<file path="src/hw/nia_pkg.sv">
package nia_pkg;

  // register word offsets (byte addresses)
  localparam logic [7:0] OFS_CENTRAL     = 8'h00;
  localparam logic [7:0] OFS_EDGE        = 8'h04;
  localparam logic [7:0] OFS_PEND        = 8'h08;
  localparam logic [7:0] OFS_MASK        = 8'h0C;
  localparam logic [7:0] OFS_PAIR_PRIO   = 8'h10;
  localparam logic [7:0] OFS_EXT_VECTOR  = 8'h14;
  localparam logic [7:0] OFS_SAVED_STACK = 8'h18;
  localparam logic [7:0] OFS_SRC_SELECT  = 8'h1C;
  localparam logic [7:0] OFS_SEGMENT     = 8'h20;
  localparam logic [7:0] OFS_STATUS      = 8'h24;

  // central_irq_control field positions
  localparam int CEN_CPL_LSB  = 0;
  localparam int CEN_MODE_BIT = 3;
  localparam int CEN_IEN_BIT  = 4;
  localparam int CEN_TLI_BIT  = 5;
  localparam int CEN_TOP_PENDING_BIT = 6;
  // ext_vector_control field positions
  localparam int EVC_TOP_SOURCE_SELECT_BIT  = 2;
  localparam int EVC_TOP_EDGE_SELECT_BIT = 3;
  localparam int EVC_VEC_LSB   = 4;
  // saved_priority_stack: nonmaskable enable position
  localparam int SPS_TOP_NONMASKABLE_ENABLE_BIT = 7;
  // source select register positions
  localparam int SRC_A0_BIT     = 0;
  localparam int SRC_TIMER_BIT  = 1;
  localparam int SRC_SERIAL_PORT_ENABLE_BIT   = 2;
  localparam int SRC_BMS_BIT    = 3;
  localparam int SRC_ADC_BIT    = 4;
  localparam int SRC_SYNC_LSB   = 8;
  localparam int SYNC_EOFVB_BIT = 2;
  localparam int SYNC_FIELD_START_ENABLE_BIT = 3;

  // reset values
  localparam logic [2:0] RST_CPL     = 3'h7;
  localparam logic [7:0] RST_EXT_VEC = 8'h04;
  localparam logic [15:0] RST_SRC    = 16'h0003;

  typedef enum logic [1:0] { NIA_IDLE, NIA_SERVE, NIA_TOP } nia_state_t;

  typedef struct packed {
    logic        psel;
    logic        penable;
    logic        pwrite;
    logic [7:0]  paddr;
    logic [31:0] pwdata;
  } nia_apb_req_t;

  typedef struct packed {
    logic [7:0] pins;
    logic       nmi_pin;
    logic       wdt_irq;
    logic       wdt_end_count;
    logic       stim_irq;
    logic       spi_irq;
    logic       adc_irq;
    logic       eofvb_evt;
    logic       field_start_event_evt;
  } nia_src_t;

  typedef struct packed {
    logic        ack;
    logic        ret;
    logic [15:0] vector;
  } nia_cpu_in_t;

  typedef struct packed {
    logic       irq_req;
    logic       top_req;
    logic [3:0] chan;
    logic [7:0] vec_addr;
    logic       push_segment;
    logic       use_int_segment;
    logic       dma_block;
  } nia_cpu_out_t;

endpackage

</file>
<file path="src/hw/nia_top.sv">
// Functional notes
// - nested acknowledge sets saved stack bit indexed by current level, unless that level is 7
// - nested acknowledge then loads current level with request level
// - entry clears enable, reloads level when nested, push order, vector loads PC
// - nested return pops, sets enable, restores level from stack
// - without segment saving, return reverts to normal segment unless nested
// - eight external pins map in order to channels a0..d1
// - edge select picks rising or falling; each source maskable
// - pair level field; even channel even level, odd gets next level
// - a0 from pin 0 when select is 1 (reset), else watchdog
// - a1 uses standard timer when timer select is 0
// - b0 from pin 2 when serial enable and bus mode are 0
// - b1 uses converter irq when converter control bit 0 is 1
// - c0 uses end-of-blank event when sync bit 2 set, else pin 4
// - c1 uses field-start event when sync bit 3 set, else pin 5
// - d0 and d1 always from pins 6 and 7
// - top source is nmi pin when select high, else watchdog end
// - top pin edge select: rising when set, falling when clear
// - selected top event sets top pending flag
// - maskable top enable requests only with global enable set
// - nonmaskable top enable is set-only, cleared only by reset
// - top service routine blocks all other interrupts and dma
// - top handling leaves enable, level and saved stack untouched
// - acknowledge only when request level strictly below current level
// - arbitration mode bit clear is concurrent, set is nested
module nia_top (
  input  wire logic                  core_clk,
  input  wire logic                  reset,
  input  wire logic                  clk_en,
  input  wire nia_pkg::nia_apb_req_t apb,
  output logic [31:0]                prdata,
  output logic                       pready,
  output logic                       pslverr,
  input  wire nia_pkg::nia_src_t     src,
  input  wire nia_pkg::nia_cpu_in_t  cpu_in,
  output nia_pkg::nia_cpu_out_t      cpu_out,
  output logic [15:0]                pc_load,
  output logic [3:0]                 push_seq
);

  typedef struct packed {
    logic [7:0]          central;
    logic [7:0]          edge_sel;
    logic [7:0]          pend;
    logic [7:0]          mask;
    logic [7:0]          pair_prio;
    logic [7:0]          ext_vec;
    logic [7:0]          saved;
    logic [15:0]         srcsel;
    logic [7:0]          segment;
    logic [8:0]          chan_prev;
    logic                top_prev;
    logic                top_active;
    logic                int_seg;
    logic [31:0]         rdata;
    logic [15:0]         pc;
    logic [3:0]          seq;
    logic [3:0]          depth;
    logic                rd_ready;
    nia_pkg::nia_state_t st;
  } nia_state_all_t;

  nia_state_all_t s_r, s_nxt;

  // level of channel index c (0..7) from the pair fields
  // even/odd pair levels
  function automatic logic [2:0] chan_level(input logic [7:0] pp, input logic [2:0] c);
    logic [1:0] f;
    f = pp[{c[2:1], 1'b0} +: 2];
    chan_level = {f, c[0]};
  endfunction

  logic [7:0] chan_raw;
  logic       top_raw;
  logic [7:0] reqs;
  logic [2:0] win;
  logic       win_ok;
  logic [2:0] lowest;
  logic       stk_any;
  logic [7:0] sync;
  logic       top_en;
  logic       wr;
  logic       rd;
  logic       mode_nested;

  assign sync = s_r.srcsel[nia_pkg::SRC_SYNC_LSB +: 8];
  assign mode_nested = s_r.central[nia_pkg::CEN_MODE_BIT];
  assign wr = apb.psel & apb.penable & apb.pwrite & clk_en;
  assign rd = apb.psel & apb.penable & ~apb.pwrite;
  // reads take one wait state so prdata can come straight from a flip-flop
  assign pready = clk_en & (~rd | s_r.rd_ready);

  always_comb begin
    chan_raw = src.pins;
    chan_raw[0] = s_r.srcsel[nia_pkg::SRC_A0_BIT] ? src.pins[0] : src.wdt_irq;
    chan_raw[1] = s_r.srcsel[nia_pkg::SRC_TIMER_BIT] ? src.pins[1] : src.stim_irq;
    chan_raw[2] = (s_r.srcsel[nia_pkg::SRC_SERIAL_PORT_ENABLE_BIT] | s_r.srcsel[nia_pkg::SRC_BMS_BIT]) ?
                  src.spi_irq : src.pins[2];
    chan_raw[3] = s_r.srcsel[nia_pkg::SRC_ADC_BIT] ? src.adc_irq : src.pins[3];
    chan_raw[4] = sync[nia_pkg::SYNC_EOFVB_BIT] ? src.eofvb_evt : src.pins[4];
    chan_raw[5] = sync[nia_pkg::SYNC_FIELD_START_ENABLE_BIT] ? src.field_start_event_evt : src.pins[5];
    chan_raw[7:6] = src.pins[7:6];
    top_raw = s_r.ext_vec[nia_pkg::EVC_TOP_SOURCE_SELECT_BIT] ? src.nmi_pin : src.wdt_end_count;
  end

  // arbitration: lowest level wins, daisy chain by index on ties
  always_comb begin
    logic [2:0] best;
    best = 3'h7;
    win = 3'h0;
    win_ok = 1'b0;
    reqs = s_r.pend & s_r.mask;
    for (int i = 0; i < 8; i++) begin
      if (reqs[i] && (!win_ok || chan_level(s_r.pair_prio, 3'(i)) < best)) begin
        win_ok = 1'b1;
        win = 3'(i);
        best = chan_level(s_r.pair_prio, 3'(i));
      end
    end
    win_ok = win_ok && s_r.central[nia_pkg::CEN_IEN_BIT] &&
             (best < s_r.central[nia_pkg::CEN_CPL_LSB +: 3]);
  end

  always_comb begin
    lowest = 3'h0;
    stk_any = 1'b0;
    // bit 7 holds the nonmaskable enable, never a saved level
    for (int i = 6; i >= 0; i--) begin
      if (s_r.saved[i]) begin
        lowest = 3'(i);
        stk_any = 1'b1;
      end
    end
  end

  // maskable top enable gated by global enable
  assign top_en = s_r.central[nia_pkg::CEN_TOP_PENDING_BIT] &
                  ((s_r.central[nia_pkg::CEN_TLI_BIT] & s_r.central[nia_pkg::CEN_IEN_BIT]) |
                   s_r.saved[nia_pkg::SPS_TOP_NONMASKABLE_ENABLE_BIT]);

  always_comb begin
    logic [7:0] edge_hit;
    logic       top_hit;
    logic [7:0] wb;
    s_nxt = s_r;
    edge_hit = 8'h00;
    top_hit = 1'b0;
    wb = apb.pwdata[7:0];
    s_nxt.rd_ready = rd & ~s_r.rd_ready;
    for (int i = 0; i < 8; i++) begin
      edge_hit[i] = s_r.edge_sel[i] ? (chan_raw[i] & ~s_r.chan_prev[i]) :
                                      (~chan_raw[i] & s_r.chan_prev[i]);
    end
    // top pin edge select, timer end is rising
    top_hit = (s_r.ext_vec[nia_pkg::EVC_TOP_SOURCE_SELECT_BIT] & ~s_r.ext_vec[nia_pkg::EVC_TOP_EDGE_SELECT_BIT]) ?
              (~top_raw & s_r.top_prev) : (top_raw & ~s_r.top_prev);
    s_nxt.chan_prev = {top_raw, chan_raw};
    s_nxt.top_prev = top_raw;
    s_nxt.rdata = 32'h0000_0000;
    if (rd) begin
      case (apb.paddr)
        nia_pkg::OFS_CENTRAL:     s_nxt.rdata = {24'h0, s_r.central};
        nia_pkg::OFS_EDGE:        s_nxt.rdata = {24'h0, s_r.edge_sel};
        nia_pkg::OFS_PEND:        s_nxt.rdata = {24'h0, s_r.pend};
        nia_pkg::OFS_MASK:        s_nxt.rdata = {24'h0, s_r.mask};
        nia_pkg::OFS_PAIR_PRIO:   s_nxt.rdata = {24'h0, s_r.pair_prio};
        nia_pkg::OFS_EXT_VECTOR:  s_nxt.rdata = {24'h0, s_r.ext_vec};
        nia_pkg::OFS_SAVED_STACK: s_nxt.rdata = {24'h0, s_r.saved};
        nia_pkg::OFS_SRC_SELECT:  s_nxt.rdata = {16'h0, s_r.srcsel};
        nia_pkg::OFS_SEGMENT:     s_nxt.rdata = {24'h0, s_r.segment};
        nia_pkg::OFS_STATUS:      s_nxt.rdata = {27'h0, s_r.int_seg, s_r.top_active,
                                                 s_r.seq[2:0]};
        default:                  s_nxt.rdata = 32'h0000_0000;
      endcase
    end
    if (wr) begin
      case (apb.paddr)
        nia_pkg::OFS_CENTRAL:     s_nxt.central = wb;
        nia_pkg::OFS_EDGE:        s_nxt.edge_sel = wb;
        nia_pkg::OFS_PEND:        s_nxt.pend = wb;
        nia_pkg::OFS_MASK:        s_nxt.mask = wb;
        nia_pkg::OFS_PAIR_PRIO:   s_nxt.pair_prio = wb;
        nia_pkg::OFS_EXT_VECTOR:  s_nxt.ext_vec = wb;
        nia_pkg::OFS_SAVED_STACK: s_nxt.saved = {s_r.saved[7] | wb[7], wb[6:0]};
        nia_pkg::OFS_SRC_SELECT:  s_nxt.srcsel = apb.pwdata[15:0];
        nia_pkg::OFS_SEGMENT:     s_nxt.segment = wb;
        default:                  s_nxt.segment = s_nxt.segment;
      endcase
    end
    // hardware sets win over software clears
    s_nxt.pend = s_nxt.pend | edge_hit;
    if (top_hit) begin
      s_nxt.central[nia_pkg::CEN_TOP_PENDING_BIT] = 1'b1;
    end
    s_nxt.seq = 4'h0;
    case (s_r.st)
      nia_pkg::NIA_IDLE, nia_pkg::NIA_SERVE: begin
        if (cpu_in.ack && top_en) begin
          // top entry leaves enable and levels alone
          s_nxt.central[nia_pkg::CEN_TOP_PENDING_BIT] = top_hit;
          s_nxt.top_active = 1'b1;
          s_nxt.pc = cpu_in.vector;
          s_nxt.seq = s_r.srcsel[15] ? 4'hF : 4'hB;
          s_nxt.st = nia_pkg::NIA_TOP;
        end else if (cpu_in.ack && win_ok) begin
          s_nxt.pend[win] = edge_hit[win];
          // entry clears enable, push order, vector
          s_nxt.central[nia_pkg::CEN_IEN_BIT] = 1'b0;
          s_nxt.pc = cpu_in.vector;
          s_nxt.seq = s_r.srcsel[15] ? 4'hF : 4'hB;
          s_nxt.int_seg = ~s_r.srcsel[15];
          s_nxt.depth = s_r.depth + 4'h1;
          if (mode_nested) begin
            // save current level
            // level 7 is implied by an empty stack, so the enable in bit 7 stays intact
            if (s_r.central[2:0] != 3'h7) begin
              s_nxt.saved[s_r.central[2:0]] = 1'b1;
            end
            s_nxt.central[2:0] = chan_level(s_r.pair_prio, win);
          end
          s_nxt.st = nia_pkg::NIA_SERVE;
        end else if (cpu_in.ret && s_r.st == nia_pkg::NIA_SERVE) begin
          s_nxt.central[nia_pkg::CEN_IEN_BIT] = 1'b1;
          s_nxt.depth = s_r.depth - 4'h1;
          // lowest set stack bit restored and cleared
          if (mode_nested) begin
            s_nxt.central[2:0] = stk_any ? lowest : 3'h7;
            if (stk_any) begin
              s_nxt.saved[lowest] = 1'b0;
            end
          end
          // normal segment unless an outer nested routine resumes
          if (!mode_nested || s_r.depth <= 4'h1) begin
            s_nxt.int_seg = 1'b0;
          end
          if (s_r.depth <= 4'h1) begin
            s_nxt.st = nia_pkg::NIA_IDLE;
          end
          s_nxt.seq = 4'h1;
        end
      end
      nia_pkg::NIA_TOP: begin
        // nothing else accepted during top routine
        if (cpu_in.ret) begin
          s_nxt.top_active = 1'b0;
          s_nxt.seq = 4'h1;
          s_nxt.st = (s_r.depth == 4'h0) ? nia_pkg::NIA_IDLE : nia_pkg::NIA_SERVE;
        end
      end
      default: s_nxt.st = nia_pkg::NIA_IDLE;
    endcase
  end

  always_ff @(posedge core_clk) begin
    if (reset) begin
      s_r <= '0;
      s_r.central <= {5'h0, nia_pkg::RST_CPL};
      s_r.ext_vec <= nia_pkg::RST_EXT_VEC;
      s_r.srcsel <= nia_pkg::RST_SRC;
      s_r.st <= nia_pkg::NIA_IDLE;
    end else if (clk_en) begin
      s_r <= s_nxt;
    end
  end

  assign prdata = s_r.rdata;
  assign pslverr = 1'b0;
  assign pc_load = s_r.pc;
  assign push_seq = s_r.seq;

  always_comb begin
    cpu_out.top_req = top_en & ~s_r.top_active;
    cpu_out.irq_req = win_ok & ~s_r.top_active;
    cpu_out.chan = {1'b0, win};
    cpu_out.vec_addr = {s_r.ext_vec[7:nia_pkg::EVC_VEC_LSB], win, 1'b0};
    cpu_out.push_segment = s_r.srcsel[15];
    cpu_out.use_int_segment = s_r.int_seg;
    cpu_out.dma_block = s_r.top_active;
  end

endmodule // nia_top
</file>
<file path="config.mk">
export PLATFORM = sky130hd
export DESIGN_NAME = nia_top
export DESIGN_NICKNAME = d
export VERILOG_FILES = /design/src/hw/nia_pkg.sv /design/src/hw/nia_top.sv
export SDC_FILE = /design/constraint.sdc
export NUM_CORES = 1
export LEC_CHECK = 0
export BUFFER_PORTS_ARGS = -buffer_cell sky130_fd_sc_hd__buf_2
export CAP_MARGIN = 20
export CORE_AREA = 2 2 133 135
export DETAILED_ROUTE_END_ITERATION = 7
export DIE_AREA = 0 0 135 137
export PLACE_DENSITY_LB_ADDON = 0.1
export SLEW_MARGIN = 0
export SYNTH_ARGS = -nofsm -noshare
export SYNTH_HDL_FRONTEND = slang
export SYNTH_SLANG_ARGS = --single-unit
</file>
<file path="constraint.sdc">
create_clock -name core_clk -period 12.1 [get_ports core_clk]
set_clock_uncertainty 0.15 [all_clocks]
set_input_delay 0.605 -clock core_clk [delete_from_list [all_inputs] [get_ports core_clk]]
set_output_delay 0.605 -clock core_clk [all_outputs]
set_load 0.02 [all_outputs]
</file>
==> metrics.csv <==
metric;value;unit
synth-compound-area-share;24.02;%
crit_path_max_fanout;12;
drive_above_1_share;18.81;%
final_util;52.52;%
ff2ff_setup_slack;1.12;ns
fmax;0.09109;GHz
status;completed;
design_area;8957;µm²
synthSimpleGateAreaFrac;21.78;%
worstMarginPinSlew;1.062;ns
clk_pin_slew_worst_paths;0.06;ns
clk-insertion-delay-late;0.43;ns
max-slew-margin-rel;29.22;%
synth_edf_count;0;
synth.distinct_cells;80;
ff2ff_path_depth;48;
rows;48;
root_buffer;clkbuf_16;
die_h;137;µm
ys_warn_count;0;
synth_seq_area_share;33.17;%
drt-vias-per-instance;5.894;
synthTopCellsByArea;dfxtp_1 33%, mux2i_1 7.4%, a21oi_1 6.5%, buf_4 6.3%, nand2_1 5.9%;
maxCapViolCount;0;
totalPowerFinal;1042;µW
r2r-end;s_r[129];
num_vias;7750;
rsz0062_at_grt;false;
synth_fa_ha_area_share;2.182;%
slowest_stage;a2111oi_4;
hold_path_depth;3;
crit_buf_inv;4;
period_share;90.73;%
synth_top_flop_cell;dfxtp_1;
p_leak;0.003611;µW
postRouteAntennaNets;0;
port_buffers;115;
antenna_found_initial;0;
start_util;47.06;%
required;12.21;ns
hold_path_class;in -> reg;
worst_path_most_repeated_cell;ha_1;
syn_to_final_growth;11.60;%
layout.nets;1171;
hold_violations;0;
synth_common_cells;133 x dfxtp_1, 127 x nand2_1, 124 x nor2_1;
n_antenna_cell;0;
pin_count;151;
fillers;1680;
cts_tree;done;
routedWlPerCell;19.22;µm
htree_num_levels;4;
dp_hpwl;17910;µm
cpLargestDelayFamily;compound AO/OA/AOI/OAI gates;
totalWireLength;25270;µm
synthArstFlopShare;0;%
synth.area.mux_share;8.200;%
gp_congestion;0.9151;
cts.sinks;133;
yosysMostFrequentCell;dfxtp_1;
critical_path_class;reg -> reg;
die_w;135;µm
core;17060;µm²
clk_path_buf_depth;2;
placed_area;8324;µm²
arrival;11.09;ns
gr-total-overflow;0;
r2r_start;s_r[127];
drtIter0Drc;846;
grt_max_degree;96;
power_density;116.4;nW/µm²
cp-start-kind;flop;
groute.usage.overall;27.63;%
drc;0;
synth_top_family_by_area;compound AO/OA/AOI/OAI gates;
dieArea;18500;µm²
setup_tns;0;ns
dr.pass1.iters;6;
ir_drop;0.1092;mV
post-synth-top-area-cell;dfxtp_1;
cp_slowest_stage_delay;0.49;ns
synth_xor_area_share;0.4365;%
syn-cell-area;8026;µm²
numCtsBuffers;17;
worst_hold_startpoint;apb[13];
grt_pass1_vias;6830;
endpoint_kind;flop;
synth-seq-cells;133;
grt_pass1_wl;39220;µm
holdPathEnd;s_r[92];
slew_viol_final;0;
fin_crit;10.98;ns
synthCells;1034;
final-setup-viol-count;0;
avgSynthCellArea;7.763;µm²
synth_top_area_share;33.17;%
[worst max-delay path by stage]
| stage | from | to | slack, ns | cells after the start |
|---|---|---|---|---|
| after floorplan | s_r[127] | s_r[127] | 2.52 | 48 |
| after global placement | s_r[127] | s_r[131] | 0.88 | 48 |
| after detailed placement | s_r[127] | s_r[131] | 0.78 | 48 |
| after CTS | s_r[127] | s_r[131] | 0.75 | 48 |
| after global routing | s_r[127] | s_r[127] | 0.10 | 49 |
| final | s_r[127] | s_r[129] | 1.12 | 48 |
[cell usage in the layout, fill, tap and decap left out, types with 15 or more instances in the layout]
| master | n |
|---|---|
| dfxtp_1 | 133 |
| nand2_1 | 127 |
| nor2_1 | 123 |
| buf_2 | 114 |
| a21oi_1 | 103 |
| nand3_1 | 71 |
| mux2i_1 | 59 |
| a22oi_1 | 39 |
| o21ai_0 | 36 |
| conb_1 | 19 |
| buf_4 | 18 |
| a31oi_1 | 17 |
| clkbuf_16 | 17 |
| a211oi_1 | 15 |
[routing by layer]
metal  wire, µm  share of wire (%)  up-vias  GRT usage, %
met1      11130                 44     3616         38.43
li1           -                  -     3727             -
met4        691                2.7        0         8.970
met3       2263                9.0       47         6.407
met5          0                  0        -             0
met2      11190                 44      360         42.33
[state kept, by name, summed over array words and instances (netlist names)]
name and flops:
cpu_out 7, mode_nested 1, pc_load 16, prdata 16, push_seq 3, s_r 90
[worst min-delay path: stages]
cell and delay, ns:
buf_2 0.09, nand2_1 0.04, a21oi_1 0.05
[stage by stage]
step	cells	hold WS, ns	setup slack (ns)
detailed placement	1279	0.2997	0.7802
finish	1315	0.2602	1.122
floorplan	1052	0.2829	2.524
global placement	1279	0.2947	0.8816
global route	1315	0.2543	0.1033
CTS	1311	0.2483	0.7549
[where the power goes]
group / internal (µW) / switching (µW) / leakage, µW
registers: 444 / 11.3 / 0.00108
clock network: 289 / 220 / 0.000269
logic: 25.5 / 51.9 / 0.00226
[what timing repair did]
action,CTS,global route
endpoints found under the setup margin,0,26
hold buffers,0,0
setup buffers,0,2
resized for setup,0,3
[layout make-up]
cell class,instances,area [µm²],share of cell area (%)
clock buffers,18,429.2,4.791
clock inverters,14,146.4,1.634
inverters,15,68.82,0.7683
multi-input cells,777,4643,51.84
flip-flops and latches,133,2663,29.72
well taps,225,281.5,3.143
repair buffers,133,725.7,8.102
[logic make-up (layout without fill, tap and decap cells)]
family | after synthesis | in the layout
muxes | 65 | 65
other | 1 | 19
xor gates and xnor gates | 4 | 4
AOI/OAI and AO/OA | 286 | 286
and+or+nand+nor | 389 | 389
adders and majority gates | 14 | 14
DFF | 133 | 133
buffers and inverters | 142 | 180
Power figures use the tool's default switching activity.
